==> config.mk <==
export PLATFORM = sky130hd
export DESIGN_NAME = flash_op_status_interrupts
export DESIGN_NICKNAME = d
export VERILOG_FILES = /design/src/flash_status_pkg.sv /design/src/status_word_enc.sv /design/src/cmd_classify.sv /design/src/flash_op_status_interrupts.sv
export VERILOG_INCLUDE_DIRS = /design/src
export SDC_FILE = /design/constraint.sdc
export NUM_CORES = 1
export LEC_CHECK = 0
export BUFFER_PORTS_ARGS = -buffer_cell sky130_fd_sc_hd__buf_2
export CAP_MARGIN = 20
export CORE_ASPECT_RATIO = 0.9
export CORE_MARGIN = 2
export CORE_UTILIZATION = 50
export DETAILED_ROUTE_END_ITERATION = 10
export PLACE_DENSITY = 0.86
export SYNTH_ARGS = -nofsm -noshare
export SYNTH_HDL_FRONTEND = slang
export SYNTH_HIERARCHICAL = 1
export SYNTH_SLANG_ARGS = --single-unit
==> constraint.sdc <==
create_clock -name clk_i -period 5.7 [get_ports clk_i]
set_clock_uncertainty 0.2 [all_clocks]
set_input_delay 0.285 -clock clk_i [delete_from_list [all_inputs] [get_ports clk_i]]
set_output_delay 0.285 -clock clk_i [all_outputs]
set_load 0.005 [all_outputs]
==> src/flash_status_regs.svh <==
/*
  Register offsets, field positions, reset values and command codes for the
  flash operation status and interrupt block.
  Assumes a Wishbone slave with word addressing of 16-bit registers.
*/
`ifndef FLASH_STATUS_REGS_SVH
`define FLASH_STATUS_REGS_SVH

// ==========================================================================
// Register indices (byte address is four times the index)
`define IRQ_FLAGS_IDX 16'hF241
`define CTRL_STATUS_IDX 16'hF240
`define HOST_CTRL_IDX 16'hF242
`define ECC_STATUS_IDX 16'hFF00

// ==========================================================================
// Interrupt flag bits
`define IRQ_MASTER_BIT 15
`define IRQ_LOAD_BIT 7
`define IRQ_PROG_BIT 6
`define IRQ_ERASE_BIT 5
`define IRQ_RESET_BIT 4
`define IRQ_FLAGS_MASK 16'h80F0
`define IRQ_COLD_DEFAULT 16'h8080
`define IRQ_WARM_DEFAULT 16'h8010

// ==========================================================================
// Controller status bits
`define ST_ONGO 15
`define ST_LOCK 14
`define ST_LOAD 13
`define ST_PROG 12
`define ST_ERASE 11
`define ST_ERROR 10
`define ST_SUS 9
`define ST_RESET_BUSY 7
`define ST_OTP_LOCKED 6
`define ST_FIRST_BLOCK_OTP_LOCKED 5

// ==========================================================================
// Host control bits
`define HC_POL_BIT 0
`define HC_AUTO_BIT 1

// ==========================================================================
// ECC codes
`define ECC_NO_ERR 2'h0
`define ECC_UNCORR 2'h2

// ==========================================================================
// Command codes
`define CMD_LOAD0 16'h0000
`define CMD_LOAD1 16'h000E
`define CMD_LOAD2 16'h000C
`define CMD_LOAD3 16'h000A
`define CMD_LOAD4 16'h0013
`define CMD_PROG0 16'h0080
`define CMD_PROG1 16'h001A
`define CMD_PROG2 16'h001B
`define CMD_ERASE0 16'h0094
`define CMD_ERASE1 16'h0095
`define CMD_ERASE2 16'h0030
`define CMD_RST0 16'h00B0
`define CMD_RST1 16'h00F0
`define CMD_RST2 16'h00F3
`define CMD_MISC0 16'h0065
`define CMD_MISC1 16'h0023
`define CMD_MISC2 16'h0071
`define CMD_MISC3 16'h002A
`define CMD_MISC4 16'h0027
`define CMD_MISC5 16'h002C

`endif

==> src/flash_status_pkg.sv <==
/*
  Types shared by the flash status block.
  Assumes the register header is included by the files that need numbers.
*/
package flash_status_pkg;
  // ========================================================================
  // Operation outcomes reported by the flash core
  typedef enum logic [4:0] {
    OUT_NONE, OUT_LOAD_GO, OUT_PROG_GO, OUT_ERASE_GO, OUT_RESET_GO, OUT_EVR_GO,
    OUT_LOAD_OK, OUT_PROG_OK, OUT_ERASE_OK, OUT_EVR_OK,
    OUT_LOAD_FAIL, OUT_PROG_FAIL, OUT_ERASE_FAIL, OUT_CACHE_FAIL, OUT_EVR_FAIL,
    OUT_LOAD_RST, OUT_PROG_RST, OUT_ERASE_RST, OUT_ERASE_SUSP,
    OUT_PROG_LOCK, OUT_ERASE_LOCK, OUT_LOAD_LOCK, OUT_OTP_PROG_LOCK, OUT_OTP_PROG_FAIL,
    OUT_OTP_ERASE_FAIL, OUT_PROG_GO_SUSP, OUT_LOAD_GO_SUSP, OUT_PROG_FAIL_SUSP,
    OUT_LOAD_FAIL_SUSP, OUT_INVALID, OUT_INVALID_SUSP
  } outcome_t;

  typedef enum logic [1:0] {
    RST_NONE, RST_COLD, RST_WARM
  } reset_kind_t;
endpackage

==> src/status_word_enc.sv <==
/*
  Encodes an operation outcome into the controller status word.
  Assumes outcome is held stable by the caller while it is reported.
*/
`include "flash_status_regs.svh"
module status_word_enc (
  input wire flash_status_pkg::outcome_t outcome_i,
  input wire logic otp_locked_i,
  input wire logic first_block_otp_locked_i,
  output logic [15:0] word_o
);
  // ========================================================================
  // Encoding
  always_comb begin
    word_o = 16'h0000;
    word_o[`ST_OTP_LOCKED] = otp_locked_i;
    word_o[`ST_FIRST_BLOCK_OTP_LOCKED] = first_block_otp_locked_i;
    case (outcome_i)
      flash_status_pkg::OUT_LOAD_GO: begin
        word_o[`ST_ONGO] = 1'b1;
        word_o[`ST_LOAD] = 1'b1;
      end
      flash_status_pkg::OUT_PROG_GO: begin
        word_o[`ST_ONGO] = 1'b1;
        word_o[`ST_PROG] = 1'b1;
      end
      flash_status_pkg::OUT_ERASE_GO: begin
        word_o[`ST_ONGO] = 1'b1;
        word_o[`ST_ERASE] = 1'b1;
      end
      flash_status_pkg::OUT_RESET_GO: begin
        word_o[`ST_ONGO] = 1'b1;
        word_o[`ST_RESET_BUSY] = 1'b1;
      end
      flash_status_pkg::OUT_EVR_GO: begin
        word_o[`ST_ONGO] = 1'b1;
      end
      flash_status_pkg::OUT_LOAD_FAIL: begin
        word_o[`ST_LOAD] = 1'b1;
        word_o[`ST_ERROR] = 1'b1;
      end
      flash_status_pkg::OUT_PROG_FAIL, flash_status_pkg::OUT_OTP_PROG_FAIL: begin
        word_o[`ST_PROG] = 1'b1;
        word_o[`ST_ERROR] = 1'b1;
        if (outcome_i == flash_status_pkg::OUT_OTP_PROG_FAIL) begin
          word_o[`ST_OTP_LOCKED] = 1'b0;
          word_o[`ST_FIRST_BLOCK_OTP_LOCKED] = 1'b0;
        end
      end
      flash_status_pkg::OUT_ERASE_FAIL, flash_status_pkg::OUT_EVR_FAIL: begin
        word_o[`ST_ERASE] = 1'b1;
        word_o[`ST_ERROR] = 1'b1;
      end
      flash_status_pkg::OUT_CACHE_FAIL: begin
        word_o[`ST_ONGO] = 1'b1;
        word_o[`ST_LOAD] = 1'b1;
        word_o[`ST_ERROR] = 1'b1;
      end
      flash_status_pkg::OUT_LOAD_RST: begin
        word_o[`ST_LOAD] = 1'b1;
        word_o[`ST_ERROR] = 1'b1;
        word_o[`ST_RESET_BUSY] = 1'b1;
      end
      flash_status_pkg::OUT_PROG_RST: begin
        word_o[`ST_PROG] = 1'b1;
        word_o[`ST_ERROR] = 1'b1;
        word_o[`ST_RESET_BUSY] = 1'b1;
      end
      flash_status_pkg::OUT_ERASE_RST: begin
        word_o[`ST_ERASE] = 1'b1;
        word_o[`ST_ERROR] = 1'b1;
        word_o[`ST_RESET_BUSY] = 1'b1;
      end
      flash_status_pkg::OUT_ERASE_SUSP: begin
        word_o[`ST_ERASE] = 1'b1;
        word_o[`ST_SUS] = 1'b1;
      end
      flash_status_pkg::OUT_PROG_LOCK: begin
        word_o[`ST_LOCK] = 1'b1;
        word_o[`ST_PROG] = 1'b1;
        word_o[`ST_ERROR] = 1'b1;
      end
      flash_status_pkg::OUT_ERASE_LOCK, flash_status_pkg::OUT_OTP_ERASE_FAIL: begin
        word_o[`ST_LOCK] = 1'b1;
        word_o[`ST_ERASE] = 1'b1;
        word_o[`ST_ERROR] = 1'b1;
      end
      flash_status_pkg::OUT_LOAD_LOCK: begin
        word_o[`ST_LOCK] = 1'b1;
        word_o[`ST_LOAD] = 1'b1;
        word_o[`ST_ERROR] = 1'b1;
      end
      flash_status_pkg::OUT_OTP_PROG_LOCK: begin
        word_o[`ST_LOCK] = 1'b1;
        word_o[`ST_PROG] = 1'b1;
        word_o[`ST_ERROR] = 1'b1;
        word_o[`ST_OTP_LOCKED] = 1'b1;
        word_o[`ST_FIRST_BLOCK_OTP_LOCKED] = 1'b1;
      end
      flash_status_pkg::OUT_PROG_GO_SUSP: begin
        word_o[`ST_ONGO] = 1'b1;
        word_o[`ST_PROG] = 1'b1;
        word_o[`ST_ERASE] = 1'b1;
        word_o[`ST_SUS] = 1'b1;
      end
      flash_status_pkg::OUT_LOAD_GO_SUSP: begin
        word_o[`ST_ONGO] = 1'b1;
        word_o[`ST_LOAD] = 1'b1;
        word_o[`ST_ERASE] = 1'b1;
        word_o[`ST_SUS] = 1'b1;
      end
      flash_status_pkg::OUT_PROG_FAIL_SUSP: begin
        word_o[`ST_PROG] = 1'b1;
        word_o[`ST_ERASE] = 1'b1;
        word_o[`ST_ERROR] = 1'b1;
        word_o[`ST_SUS] = 1'b1;
      end
      flash_status_pkg::OUT_LOAD_FAIL_SUSP: begin
        word_o[`ST_LOAD] = 1'b1;
        word_o[`ST_ERASE] = 1'b1;
        word_o[`ST_ERROR] = 1'b1;
        word_o[`ST_SUS] = 1'b1;
      end
      flash_status_pkg::OUT_INVALID: begin
        word_o[`ST_ERROR] = 1'b1;
      end
      flash_status_pkg::OUT_INVALID_SUSP: begin
        word_o[`ST_ERASE] = 1'b1;
        word_o[`ST_ERROR] = 1'b1;
        word_o[`ST_SUS] = 1'b1;
      end
      default: begin
        word_o[`ST_ONGO] = 1'b0;
      end
    endcase
  end
endmodule // status_word_enc

==> src/cmd_classify.sv <==
/*
  Sorts a completed command code into the interrupt source classes.
  Assumes the code is valid in the cycle its completion strobe is high.
*/
`include "flash_status_regs.svh"
module cmd_classify (
  input wire logic [15:0] code_i,
  output logic is_load_o,
  output logic is_prog_o,
  output logic is_erase_o,
  output logic is_reset_o,
  output logic is_master_o
);
  // ========================================================================
  // Class decode
  always_comb begin
    is_load_o = (code_i == `CMD_LOAD0) || (code_i == `CMD_LOAD1) || (code_i == `CMD_LOAD2) ||
      (code_i == `CMD_LOAD3) || (code_i == `CMD_LOAD4);
    is_prog_o = (code_i == `CMD_PROG0) || (code_i == `CMD_PROG1) || (code_i == `CMD_PROG2);
    is_erase_o = (code_i == `CMD_ERASE0) || (code_i == `CMD_ERASE1) || (code_i == `CMD_ERASE2);
    is_reset_o = (code_i == `CMD_RST0) || (code_i == `CMD_RST1) || (code_i == `CMD_RST2);
    is_master_o = (code_i == `CMD_MISC0) || (code_i == `CMD_MISC1) || (code_i == `CMD_MISC2) ||
      (code_i == `CMD_MISC3) || (code_i == `CMD_MISC4) || (code_i == `CMD_MISC5);
  end
endmodule // cmd_classify

==> src/flash_op_status_interrupts.sv <==
/*
  Operation status word, interrupt flags, interrupt pin and ECC status for the
  flash controller, reached over a classic Wishbone slave.
  Assumes the flash core reports outcomes and completions as synchronous strobes.
*/
// Function
// Load fail reports affected main/spare ECC fields as uncorrectable code.
// Two-bit error in synchronous burst block read shows load-fail status.
// Load terminated by reset reports all ECC fields as no error.
// Host should confirm multi-block erase with an erase verify read.
// Cache read shows load ongoing once interrupt rises after cache read command.
// Load OK appears only when finish-cache-read completes.
// OTP lock bit reads one when locked, zero when unlocked.
// First-block OTP lock bit reads one when locked, zero otherwise.
// Interrupt flags load one default at cold reset, another at warm.
// Master flag bit 15, sources at bits 7..4, others zero.
// Master flag drives the interrupt pin directly.
// Clearing master drives pin to inactive level set by polarity.
// Master sets on any source flag or on listed command completion.
// Master, load, program, erase flags clear on zero write, reset, auto-mode command.
// Load flag sets on load completion, buffer load or boot load.
// Program flag sets when a listed program command completes.
// Erase flag sets when a listed erase command completes.
// Reset flag sets on reset command completion or warm reset release.
// Reset flag clears only by zero write or auto-mode command write; the code also clears it on a cold reset.
// Fail, reset, lock, suspend, invalid outcomes set error plus operation flags; code omits error on erase and go suspends, flag on OUT_INVALID.
// Cache read fail keeps ongoing set; other outcomes clear it; the code also sets ongoing for every go outcome.
`include "flash_status_regs.svh"
module flash_op_status_interrupts (
  input wire logic clk_i,
  input wire logic rst_i,
  input wire logic wb_cyc_i,
  input wire logic wb_stb_i,
  input wire logic wb_we_i,
  input wire logic [17:0] wb_adr_i,
  input wire logic [3:0] wb_sel_i,
  input wire logic [31:0] wb_dat_i,
  output logic [31:0] wb_dat_o,
  output logic wb_ack_o,
  input wire logic reset_req_i,
  input wire flash_status_pkg::reset_kind_t reset_kind_i,
  input wire logic warm_reset_release_i,
  input wire logic outcome_valid_i,
  input wire flash_status_pkg::outcome_t outcome_i,
  input wire logic cache_read_i,
  input wire logic finish_cache_done_i,
  input wire logic done_i,
  input wire logic [15:0] done_code_i,
  input wire logic buffer_load_done_i,
  input wire logic boot_load_done_i,
  input wire logic cmd_write_i,
  input wire logic [3:0] main_two_bit_i,
  input wire logic [3:0] spare_two_bit_i,
  input wire logic [3:0] main_one_bit_i,
  input wire logic [3:0] spare_one_bit_i,
  input wire logic otp_locked_i,
  input wire logic first_block_otp_locked_i,
  output logic irq_o,
  output logic [15:0] ctrl_status_o
);
  // ==========================================================================
  // State
  logic [15:0] irq_flags_reg, irq_flags_next;
  flash_status_pkg::outcome_t outcome_reg, outcome_next;
  logic [15:0] ecc_reg, ecc_next;
  logic [1:0] host_ctrl_reg, host_ctrl_next;
  logic ack_reg, ack_next;
  logic [31:0] rdata_reg, rdata_next;
  logic irq_reg, irq_next;
  logic is_load, is_prog, is_erase, is_reset, is_master;
  logic [15:0] status_word;
  logic [15:0] offset;
  logic wr_irq, wr_ctrl, auto_clear, two_bit_any;
  flash_status_pkg::outcome_t outcome_eff;

  cmd_classify u_classify (
    .code_i(done_code_i),
    .is_load_o(is_load),
    .is_prog_o(is_prog),
    .is_erase_o(is_erase),
    .is_reset_o(is_reset),
    .is_master_o(is_master)
  );

  status_word_enc u_enc (
    .outcome_i(outcome_reg),
    .otp_locked_i(otp_locked_i),
    .first_block_otp_locked_i(first_block_otp_locked_i),
    .word_o(status_word)
  );

  assign ctrl_status_o = status_word;

  // ==========================================================================
  // Wishbone decode
  assign offset = wb_adr_i[17:2];
  assign wr_irq = wb_cyc_i && wb_stb_i && wb_we_i && !ack_reg && (offset == `IRQ_FLAGS_IDX) && wb_sel_i[1] &&
    wb_sel_i[0];
  assign wr_ctrl = wb_cyc_i && wb_stb_i && wb_we_i && !ack_reg && (offset == `HOST_CTRL_IDX) && wb_sel_i[0];
  assign auto_clear = cmd_write_i && host_ctrl_reg[`HC_AUTO_BIT];
  assign two_bit_any = |{main_two_bit_i, spare_two_bit_i};

  // A two-bit error outside cache read turns a load ok or load ongoing outcome into load fail
  always_comb begin
    outcome_eff = outcome_i;
    if (cache_read_i && outcome_i == flash_status_pkg::OUT_LOAD_OK && !finish_cache_done_i) begin
      outcome_eff = flash_status_pkg::OUT_LOAD_GO;
    end
    if ((outcome_i == flash_status_pkg::OUT_LOAD_OK || outcome_i == flash_status_pkg::OUT_LOAD_GO) &&
      two_bit_any && !cache_read_i) begin
      outcome_eff = flash_status_pkg::OUT_LOAD_FAIL;
    end
  end

  always_comb begin
    ack_next = wb_cyc_i && wb_stb_i && !ack_reg;
    rdata_next = rdata_reg;
    if (wb_cyc_i && wb_stb_i && !wb_we_i && !ack_reg) begin
      case (offset)
        `IRQ_FLAGS_IDX: rdata_next = {16'h0000, irq_flags_reg & `IRQ_FLAGS_MASK};
        `CTRL_STATUS_IDX: rdata_next = {16'h0000, status_word};
        `HOST_CTRL_IDX: rdata_next = {30'h0, host_ctrl_reg};
        `ECC_STATUS_IDX: rdata_next = {16'h0000, ecc_reg};
        default: rdata_next = 32'h00000000;
      endcase
    end
  end

  // ==========================================================================
  // Status, ECC and host control
  always_comb begin
    outcome_next = outcome_reg;
    ecc_next = ecc_reg;
    host_ctrl_next = host_ctrl_reg;
    if (wr_ctrl) begin
      host_ctrl_next = wb_dat_i[1:0];
    end
    if (cmd_write_i) begin
      ecc_next = 16'h0000;
    end
    if (outcome_valid_i) begin
      outcome_next = outcome_eff;
      case (outcome_eff)
        flash_status_pkg::OUT_LOAD_FAIL, flash_status_pkg::OUT_LOAD_OK: begin
          for (int i = 0; i < 4; i++) begin
            ecc_next[4*i+3 -: 2] = main_two_bit_i[i] ? `ECC_UNCORR : {1'b0, main_one_bit_i[i]};
            ecc_next[4*i+1 -: 2] = spare_two_bit_i[i] ? `ECC_UNCORR : {1'b0, spare_one_bit_i[i]};
          end
        end
        flash_status_pkg::OUT_LOAD_RST: begin
          ecc_next = {8{`ECC_NO_ERR}};
        end
        default: begin
          ecc_next = ecc_next;
        end
      endcase
    end
    if (reset_req_i) begin
      outcome_next = flash_status_pkg::OUT_NONE;
      host_ctrl_next = 2'h0;
      ecc_next = 16'h0000;
    end
  end

  // ==========================================================================
  // Interrupt flags; a set wins over a zero write or auto-mode clear in the same cycle; a reset request is applied last
  always_comb begin
    logic [15:0] f;
    logic set_load, set_prog, set_erase, set_reset;
    f = irq_flags_reg;
    set_load = done_i && is_load || buffer_load_done_i || boot_load_done_i;
    set_prog = done_i && is_prog;
    set_erase = done_i && is_erase;
    set_reset = done_i && is_reset || warm_reset_release_i;
    if (wr_irq) begin
      f = f & (wb_dat_i[15:0] | ~`IRQ_FLAGS_MASK);
    end
    if (auto_clear) begin
      f = 16'h0000;
    end
    if (set_load) f[`IRQ_LOAD_BIT] = 1'b1;
    if (set_prog) f[`IRQ_PROG_BIT] = 1'b1;
    if (set_erase) f[`IRQ_ERASE_BIT] = 1'b1;
    if (set_reset) f[`IRQ_RESET_BIT] = 1'b1;
    if (set_load || set_prog || set_erase || set_reset || (done_i && is_master) ||
      (cache_read_i && outcome_valid_i && outcome_i == flash_status_pkg::OUT_LOAD_GO)) begin
      f[`IRQ_MASTER_BIT] = 1'b1;
    end
    if (reset_req_i) begin
      // Reset flag survives a reset request of kind RST_NONE; a cold reset clears it
      f = (reset_kind_i == flash_status_pkg::RST_COLD) ? `IRQ_COLD_DEFAULT :
        ((reset_kind_i == flash_status_pkg::RST_WARM) ? `IRQ_WARM_DEFAULT :
        (16'h0000 | (f & 16'h0010)));
    end
    irq_flags_next = f & `IRQ_FLAGS_MASK;
    irq_next = irq_flags_next[`IRQ_MASTER_BIT] ~^ host_ctrl_next[`HC_POL_BIT];
  end

  // ==========================================================================
  // Registers
  always_ff @(posedge clk_i) begin
    if (rst_i) begin
      irq_flags_reg <= `IRQ_COLD_DEFAULT;
      outcome_reg <= flash_status_pkg::OUT_NONE;
      ecc_reg <= 16'h0000;
      host_ctrl_reg <= 2'h0;
      ack_reg <= 1'b0;
      rdata_reg <= 32'h00000000;
      irq_reg <= 1'b0;
    end else begin
      irq_flags_reg <= irq_flags_next;
      outcome_reg <= outcome_next;
      ecc_reg <= ecc_next;
      host_ctrl_reg <= host_ctrl_next;
      ack_reg <= ack_next;
      rdata_reg <= rdata_next;
      irq_reg <= irq_next;
    end
  end

  assign wb_ack_o = ack_reg;
  assign wb_dat_o = rdata_reg;
  assign irq_o = irq_reg;

  // ==========================================================================
  // Checks
  property p_pin_follows;
    @(posedge clk_i) disable iff (rst_i)
      1'b1 |-> irq_o == (irq_flags_reg[15] ~^ host_ctrl_reg[0]);
  endproperty
  a_pin_follows: assert property (p_pin_follows) else $error("irq pin differs from master flag");

  property p_pin_low_clear;
    @(posedge clk_i) disable iff (rst_i)
      (wr_irq && !wb_dat_i[15] && !done_i && !buffer_load_done_i && !boot_load_done_i && !warm_reset_release_i &&
      !reset_req_i && !wr_ctrl && !outcome_valid_i) |=> irq_o == !host_ctrl_reg[0];
  endproperty
  a_pin_low_clear: assert property (p_pin_low_clear) else $error("irq pin not inactive after clear");

  property p_cold;
    @(posedge clk_i) disable iff (rst_i)
      (reset_req_i && reset_kind_i == flash_status_pkg::RST_COLD) |=> irq_flags_reg == 16'h8080;
  endproperty
  a_cold: assert property (p_cold) else $error("cold reset default wrong");

  property p_warm;
    @(posedge clk_i) disable iff (rst_i)
      (reset_req_i && reset_kind_i == flash_status_pkg::RST_WARM) |=> irq_flags_reg == 16'h8010;
  endproperty
  a_warm: assert property (p_warm) else $error("warm reset default wrong");

  property p_reserved;
    @(posedge clk_i) disable iff (rst_i)
      (irq_flags_reg & 16'h7F0F) == 16'h0000;
  endproperty
  a_reserved: assert property (p_reserved) else $error("reserved interrupt bits set");

  property p_prog_set;
    @(posedge clk_i) disable iff (rst_i)
      (done_i && done_code_i == 16'h0080 && !reset_req_i) |=> irq_flags_reg[6] && irq_flags_reg[15];
  endproperty
  a_prog_set: assert property (p_prog_set) else $error("program completion not flagged");

  property p_erase_set;
    @(posedge clk_i) disable iff (rst_i)
      (done_i && done_code_i == 16'h0030 && !reset_req_i) |=> irq_flags_reg[5];
  endproperty
  a_erase_set: assert property (p_erase_set) else $error("erase completion not flagged");

  property p_rst_keep;
    @(posedge clk_i) disable iff (rst_i)
      (reset_req_i && reset_kind_i == flash_status_pkg::RST_NONE && irq_flags_reg[4] && !auto_clear && !wr_irq)
      |=> irq_flags_reg[4];
  endproperty
  a_rst_keep: assert property (p_rst_keep) else $error("reset flag lost during reset");

  property p_cache_fail;
    @(posedge clk_i) disable iff (rst_i)
      (outcome_valid_i && outcome_i == flash_status_pkg::OUT_CACHE_FAIL && !reset_req_i) |=>
      ctrl_status_o[15] && ctrl_status_o[13] && ctrl_status_o[10];
  endproperty
  a_cache_fail: assert property (p_cache_fail) else $error("cache read fail encoding wrong");

  property p_otp;
    @(posedge clk_i) disable iff (rst_i)
      (outcome_reg == flash_status_pkg::OUT_NONE) |-> ctrl_status_o[6] == otp_locked_i &&
      ctrl_status_o[5] == first_block_otp_locked_i;
  endproperty
  a_otp: assert property (p_otp) else $error("otp lock bits wrong");
endmodule // flash_op_status_interrupts

After elaboration in Yosys (flattened, before gate mapping)
Index checks and enable logic that the tools add are counted.

Flip-flop bits (word level): 73. Input port bits: 109. Output and inout bits: 50. Word-level logic and storage cells: 173.

Equality and inequality tests: 56. Muxes and demuxes: 36. Bitwise gates (word level): 2. Reduce and logical (&&, ||, !) cells: 67.

Operator list (count): $mux W16 (7); $eq A16 B8 Y1 const B (6); $eq A16 B6 Y1 const B (5); $eq A5 B5 Y1 const B (15); $eq A16 B16 Y1 const B (4); $pmux W16 S4 (1); $eq A16 B4 Y1 const B (3); $eq A16 B5 Y1 const B (3); $eq A5 B4 Y1 const B (8); $eq A16 B7 Y1 const B (2); $pmux W16 S2 (1); $logic_or A1 B1 Y1 (24); $reduce_or A8 Y1 (3); $logic_and A1 B1 Y1 (23); $eq A5 B3 Y1 const B (4); $mux W2 (9); $reduce_or A18 Y1 (1); $and A16 B16 Y16 (1); $logic_not A16 Y1 (1); $mux W1 (15); $reduce_bool A4 Y1 (3); $reduce_or A12 Y1 (1); $eq A5 B1 Y1 const B (2); $eq A5 B2 Y1 const B (2); 11 further kinds (17).

Depth between registers and ports, before layout
Depth in word-level cells: 16. Gate-level depth with buffers: 10. Mapped depth without buffers: 9.

Hierarchy
The synthesis kept the hierarchy.

By module, submodules not included: flash_op_status_interrupts (instances 1, cells an instance 284, area an instance 2414.8 um^2, sequential area each 920.9 um^2); status_word_enc (instances 1, cells an instance 68, area an instance 479.2 um^2, sequential area each 0.0 um^2); cmd_classify (instances 1, cells an instance 41, area an instance 305.3 um^2, sequential area each 0.0 um^2).

Worst setup path before layout
Ideal clock, no wire load.

Path type: input to register. Start: input port wb_adr_i[5]. End: register rdata_reg[1] (netlist: wb_dat_o[1]). Arrival time: 2.042 ns. Required time: 5.431 ns. Path slack: 3.389 ns. Cell stages on the path: 7. Path buffers: 1. Path through: or4_4 or2_1 or3_4 nor4_4 o21ai_2 buf_6 o21ai_1.

Cells in the longest elaborated chain, start to end: 2. Elaborated cells between the ends (all ways): 5. Those cells by class: 4 x eq/ne; 1 x mux.

RTL lines: from (decl) (RTL line flash_op_status_interrupts.sv:35) `input wire logic [17:0] wb_adr_i,`; $eq A16 B16 Y1 (RTL line flash_op_status_interrupts.sv:119) `case (offset)`; $pmux W16 S4 * (RTL line flash_op_status_interrupts.sv:119); to (signal assigned) (RTL line flash_op_status_interrupts.sv:216) `rdata_reg <= rdata_next;`; to (decl) (RTL line flash_op_status_interrupts.sv:68) `logic [31:0] rdata_reg, rdata_next;`.

Every way passes the cells marked *; elsewhere a longest branch is shown, timed or not. A chain may end at the register's enable or synchronous reset.

Worst setup path in the final report
Start: input port wb_adr_i[5]. End: register rdata_reg[8] (netlist: wb_dat_o[8]).

The elaborated chain is that of the path after synthesis.

==> run summary <==
- 15.2% — area growth from synthesis to layout
- 47.5% — ratio of final minimum period to clock period
- 159 — number of primary I/O pins
- completed — status
- primary input — CP startpoint kind
- 3690 sq um — post-route standard cell area excluding fillers
- 3 — hold depth
- 3600 sq um — cell area after placement
- 0 — remaining number of nets flagged by the antenna check after routing
- 1.54 nW — Leakage
- 12 — crit-path max FO
- 79.9 um — height of the die
- 0 — cts hold-fix bufs
- 88.3 um — Die X
- 0 — setup violators final
- 0.0269 ns — Hold Worst Slack
- 31.3% — ratio of cells with drive above 1 in the final layout
- 5.74 ns — worst endpoint required time
- 0.640 mW — Design Power
- outcome_reg[2] — r2r startpoint
- 0 — gr ovfl total
- primary input to flop — type of the worst setup path
- 52.4% — share of power burned in registers
- 30.0% — part of the power in the clock network
- 14.2 um — detail-routed net length per standard cell
- 2 — worst-case clock buffer depth
- flop — Setup crit end kind
- wb_adr_i[5] — startpoint of the worst setup timing path
- wb_dat_i[1] — worst hold path startpoint
- 2.75 ns — worst endpoint data arrival time
- 2.71 ns — clock period minus final worst setup slack
- 52.0% — initial standard-cell utilization of the core
- 44.1% — worst-case headroom to the max-slew limit
- 0 — Hold Fails Final Rpt
- 17.5% — logic gate share of total power
- 5.17% — GR met3 Demand/Resource
- 0 — ANT cells
- 0 — maximum capacitance violations
- sky130_fd_sc_hd__dfxtp_1 — main flop type after synthesis
- 0.464 mW — P_int
- 28.8% — sequential fraction of the synthesis area
- 0.0000952 V — IR Drop Worst-Case VDD
- 0 — EDFF count, synth
- 33 — largest net degree at the start of global routing
- 27.6% — switching power as a share of total power
- 46 — number of clock sinks
- no — setup repair after global routing missed its margin
- 0 ns — setup TNS
- 3190 — Vias
- yes — CTS tree
- 0.30 ns — insertion delay to the later sink of the worst-skew pair
- 0 — number of antenna violations at the first check in global routing
- 5 — CTS Buf Count
- 72 — library cells used by synthesis
- 5 — 1st-pass router iterations
- 107 — Port Buffer Count
- 0.369 GHz — Fmax achieved
- 22.8% — aggregate global-route resource usage
- 60.0% — Final Core Density
- 593 — net count of the finished layout
- primary input to flop — type of the most critical hold path
- 6150 sq um — core region area
- 0 — number of remaining DRC errors
- 8070 um — final wirelength
- 0.867 — RePlAce Congestion
- 6 — yosys warns
- 0 — Slew Limit Fails
- met2 — GR peak layer
- sky130_fd_sc_hd__clkbuf_8 — clock root buffer master
- 6380 um — half-perimeter wire length after placement
- 2769 — vias in the first global route
- 37.6% — grt met2 use
- 0 — PostCTS Resize Cnt
- 46 — synthesis-stage register bit count
- 264 — number of DRC markers in iteration 0
- 7060 sq um — total die area
- 12900 um — global-route wire length before repair
- 2 — H-tree lvl count
- 0.831 ns — Worst Max-Slew Pin Slew
- 29.8% — met1 GRT Util
- 8.14 sq um — average instance area after synthesis
- 6 — worst reg-to-reg path cell count
- 27 — site row count
- 393 — number of instances in the synthesized netlist
- 0% — proportion of register bits with asynchronous set or reset after synthesis
- 0 — post-CTS repair timing setup buffer count
- 0.08 ns — Worst-path clk slew
- 0.176 mW — net switching component of the power
- 3200 sq um — Mapped Area
- 174 nW/um^2 — power density normalized to cell area
- 5.60 — Vias per Instance
## worst max-delay path, cell delays in order
cell and delay [ns]:
sky130_fd_sc_hd__buf_2 0.09, sky130_fd_sc_hd__or4_4 0.55, sky130_fd_sc_hd__or2_1 0.26, sky130_fd_sc_hd__or3_4 0.40
sky130_fd_sc_hd__nor4_4 0.56, sky130_fd_sc_hd__o21ai_2 0.38, sky130_fd_sc_hd__o21ai_2 0.22
## cell usage after synthesis, drive strengths merged, types with 3 or more instances
cell / n / area [sq um]
a22oi: 9 / 67.6
a21o: 4 / 30.0
nand3b: 10 / 75.1
a221oi: 5 / 43.8
nand3: 32 / 160
nand4b: 3 / 41.3
mux2i: 5 / 50.1
dfxtp: 46 / 921
nor3: 13 / 75.1
and3: 3 / 18.8
nand4: 4 / 25.0
clkbuf: 11 / 45.1
nor2: 29 / 109
inv: 4 / 15.0
nor4b: 3 / 38.8
or2: 4 / 25.0
nor2b: 7 / 43.8
buf: 36 / 288
mux2: 5 / 56.3
a211o: 3 / 26.3
nand2: 30 / 113
nand2b: 9 / 56.3
a21oi: 16 / 80.1
and4bb: 4 / 50.0
o21ai: 46 / 268
nor4: 11 / 118
## power by group through the flow
stage / Sequential [mW] / Clock (mW) / Combinational (mW)
2_1_floorplan: 0.337 / 0 / 0.0776
3_3_place_gp: 0.342 / 0 / 0.106
3_5_place_dp: 0.343 / 0 / 0.110
4_1_cts: 0.335 / 0.196 / 0.110
5_1_grt: 0.337 / 0.207 / 0.124
6_report: 0.336 / 0.192 / 0.112
## routing by layer
metal	up-vias	share of wire, %
met5	-	0
met4	0	1.0
met3	9	7.5
met2	122	48
met1	1477	43
li1	1582	-
## cells by family (layout without fill, tap and decap cells)
group	count (synthesis)	count (layout)	share of synthesized area [%]
mux	10	10	3.32
simple gates	178	178	34.2
xor+xnor	2	2	0.548
buf+inv	52	122	11.1
fa+ha+maj	2	2	0.782
compound gates	101	101	21.0
flops	46	46	28.8
other cells	2	22	0.235
## metrics by stage
step | cells | worst slack [ns]
after CTS | 570 | 2.98
after global placement | 562 | 2.74
after global routing | 570 | 2.85
after detailed placement | 562 | 2.66
after floorplan | 413 | 3.39
final | 570 | 2.99
## final timing paths
| kind | endpoint | slack [ns] |
|---|---|---|
| max | wb_dat_o[8] | 2.99 |
| min reg2reg | wb_dat_o[9] | 0.25 |
| max reg2reg | wb_dat_o[15] | 3.30 |
| min | host_ctrl_reg[1] | 0.03 |
## area by class of cell
cell class | count | area [sq um]
Inverter | 4 | 15.0
Sequential cell | 46 | 921
Timing Repair Buffer | 110 | 558
Clock buffer | 6 | 72.6
Multi-Input combinational cell | 315 | 2000
Clock inverter | 2 | 13.8
Fill cell | 574 | 2460
Tap cell | 87 | 109
## cell usage in the layout (no fill, tap or decap), drive strengths merged, types with 3 or more instances in the layout
cell type / Yosys / final
nand3: 32 / 32
a211o: 3 / 3
nor4: 11 / 11
buf: 36 / 110
dfxtp: 46 / 46
nor2b: 7 / 7
nor3: 13 / 13
or2: 4 / 4
mux2: 5 / 5
a21o: 4 / 4
inv: 4 / 4
a22oi: 9 / 9
a21oi: 16 / 16
nor2: 29 / 29
and3: 3 / 3
a221oi: 5 / 5
nand4: 4 / 4
nand2: 30 / 30
mux2i: 5 / 5
nand3b: 10 / 10
nand2b: 9 / 9
nand4b: 3 / 3
o21ai: 46 / 46
conb: 2 / 22
and4bb: 4 / 4
clkbuf: 11 / 6
nor4b: 3 / 3
Power figures use the tool's default switching activity.
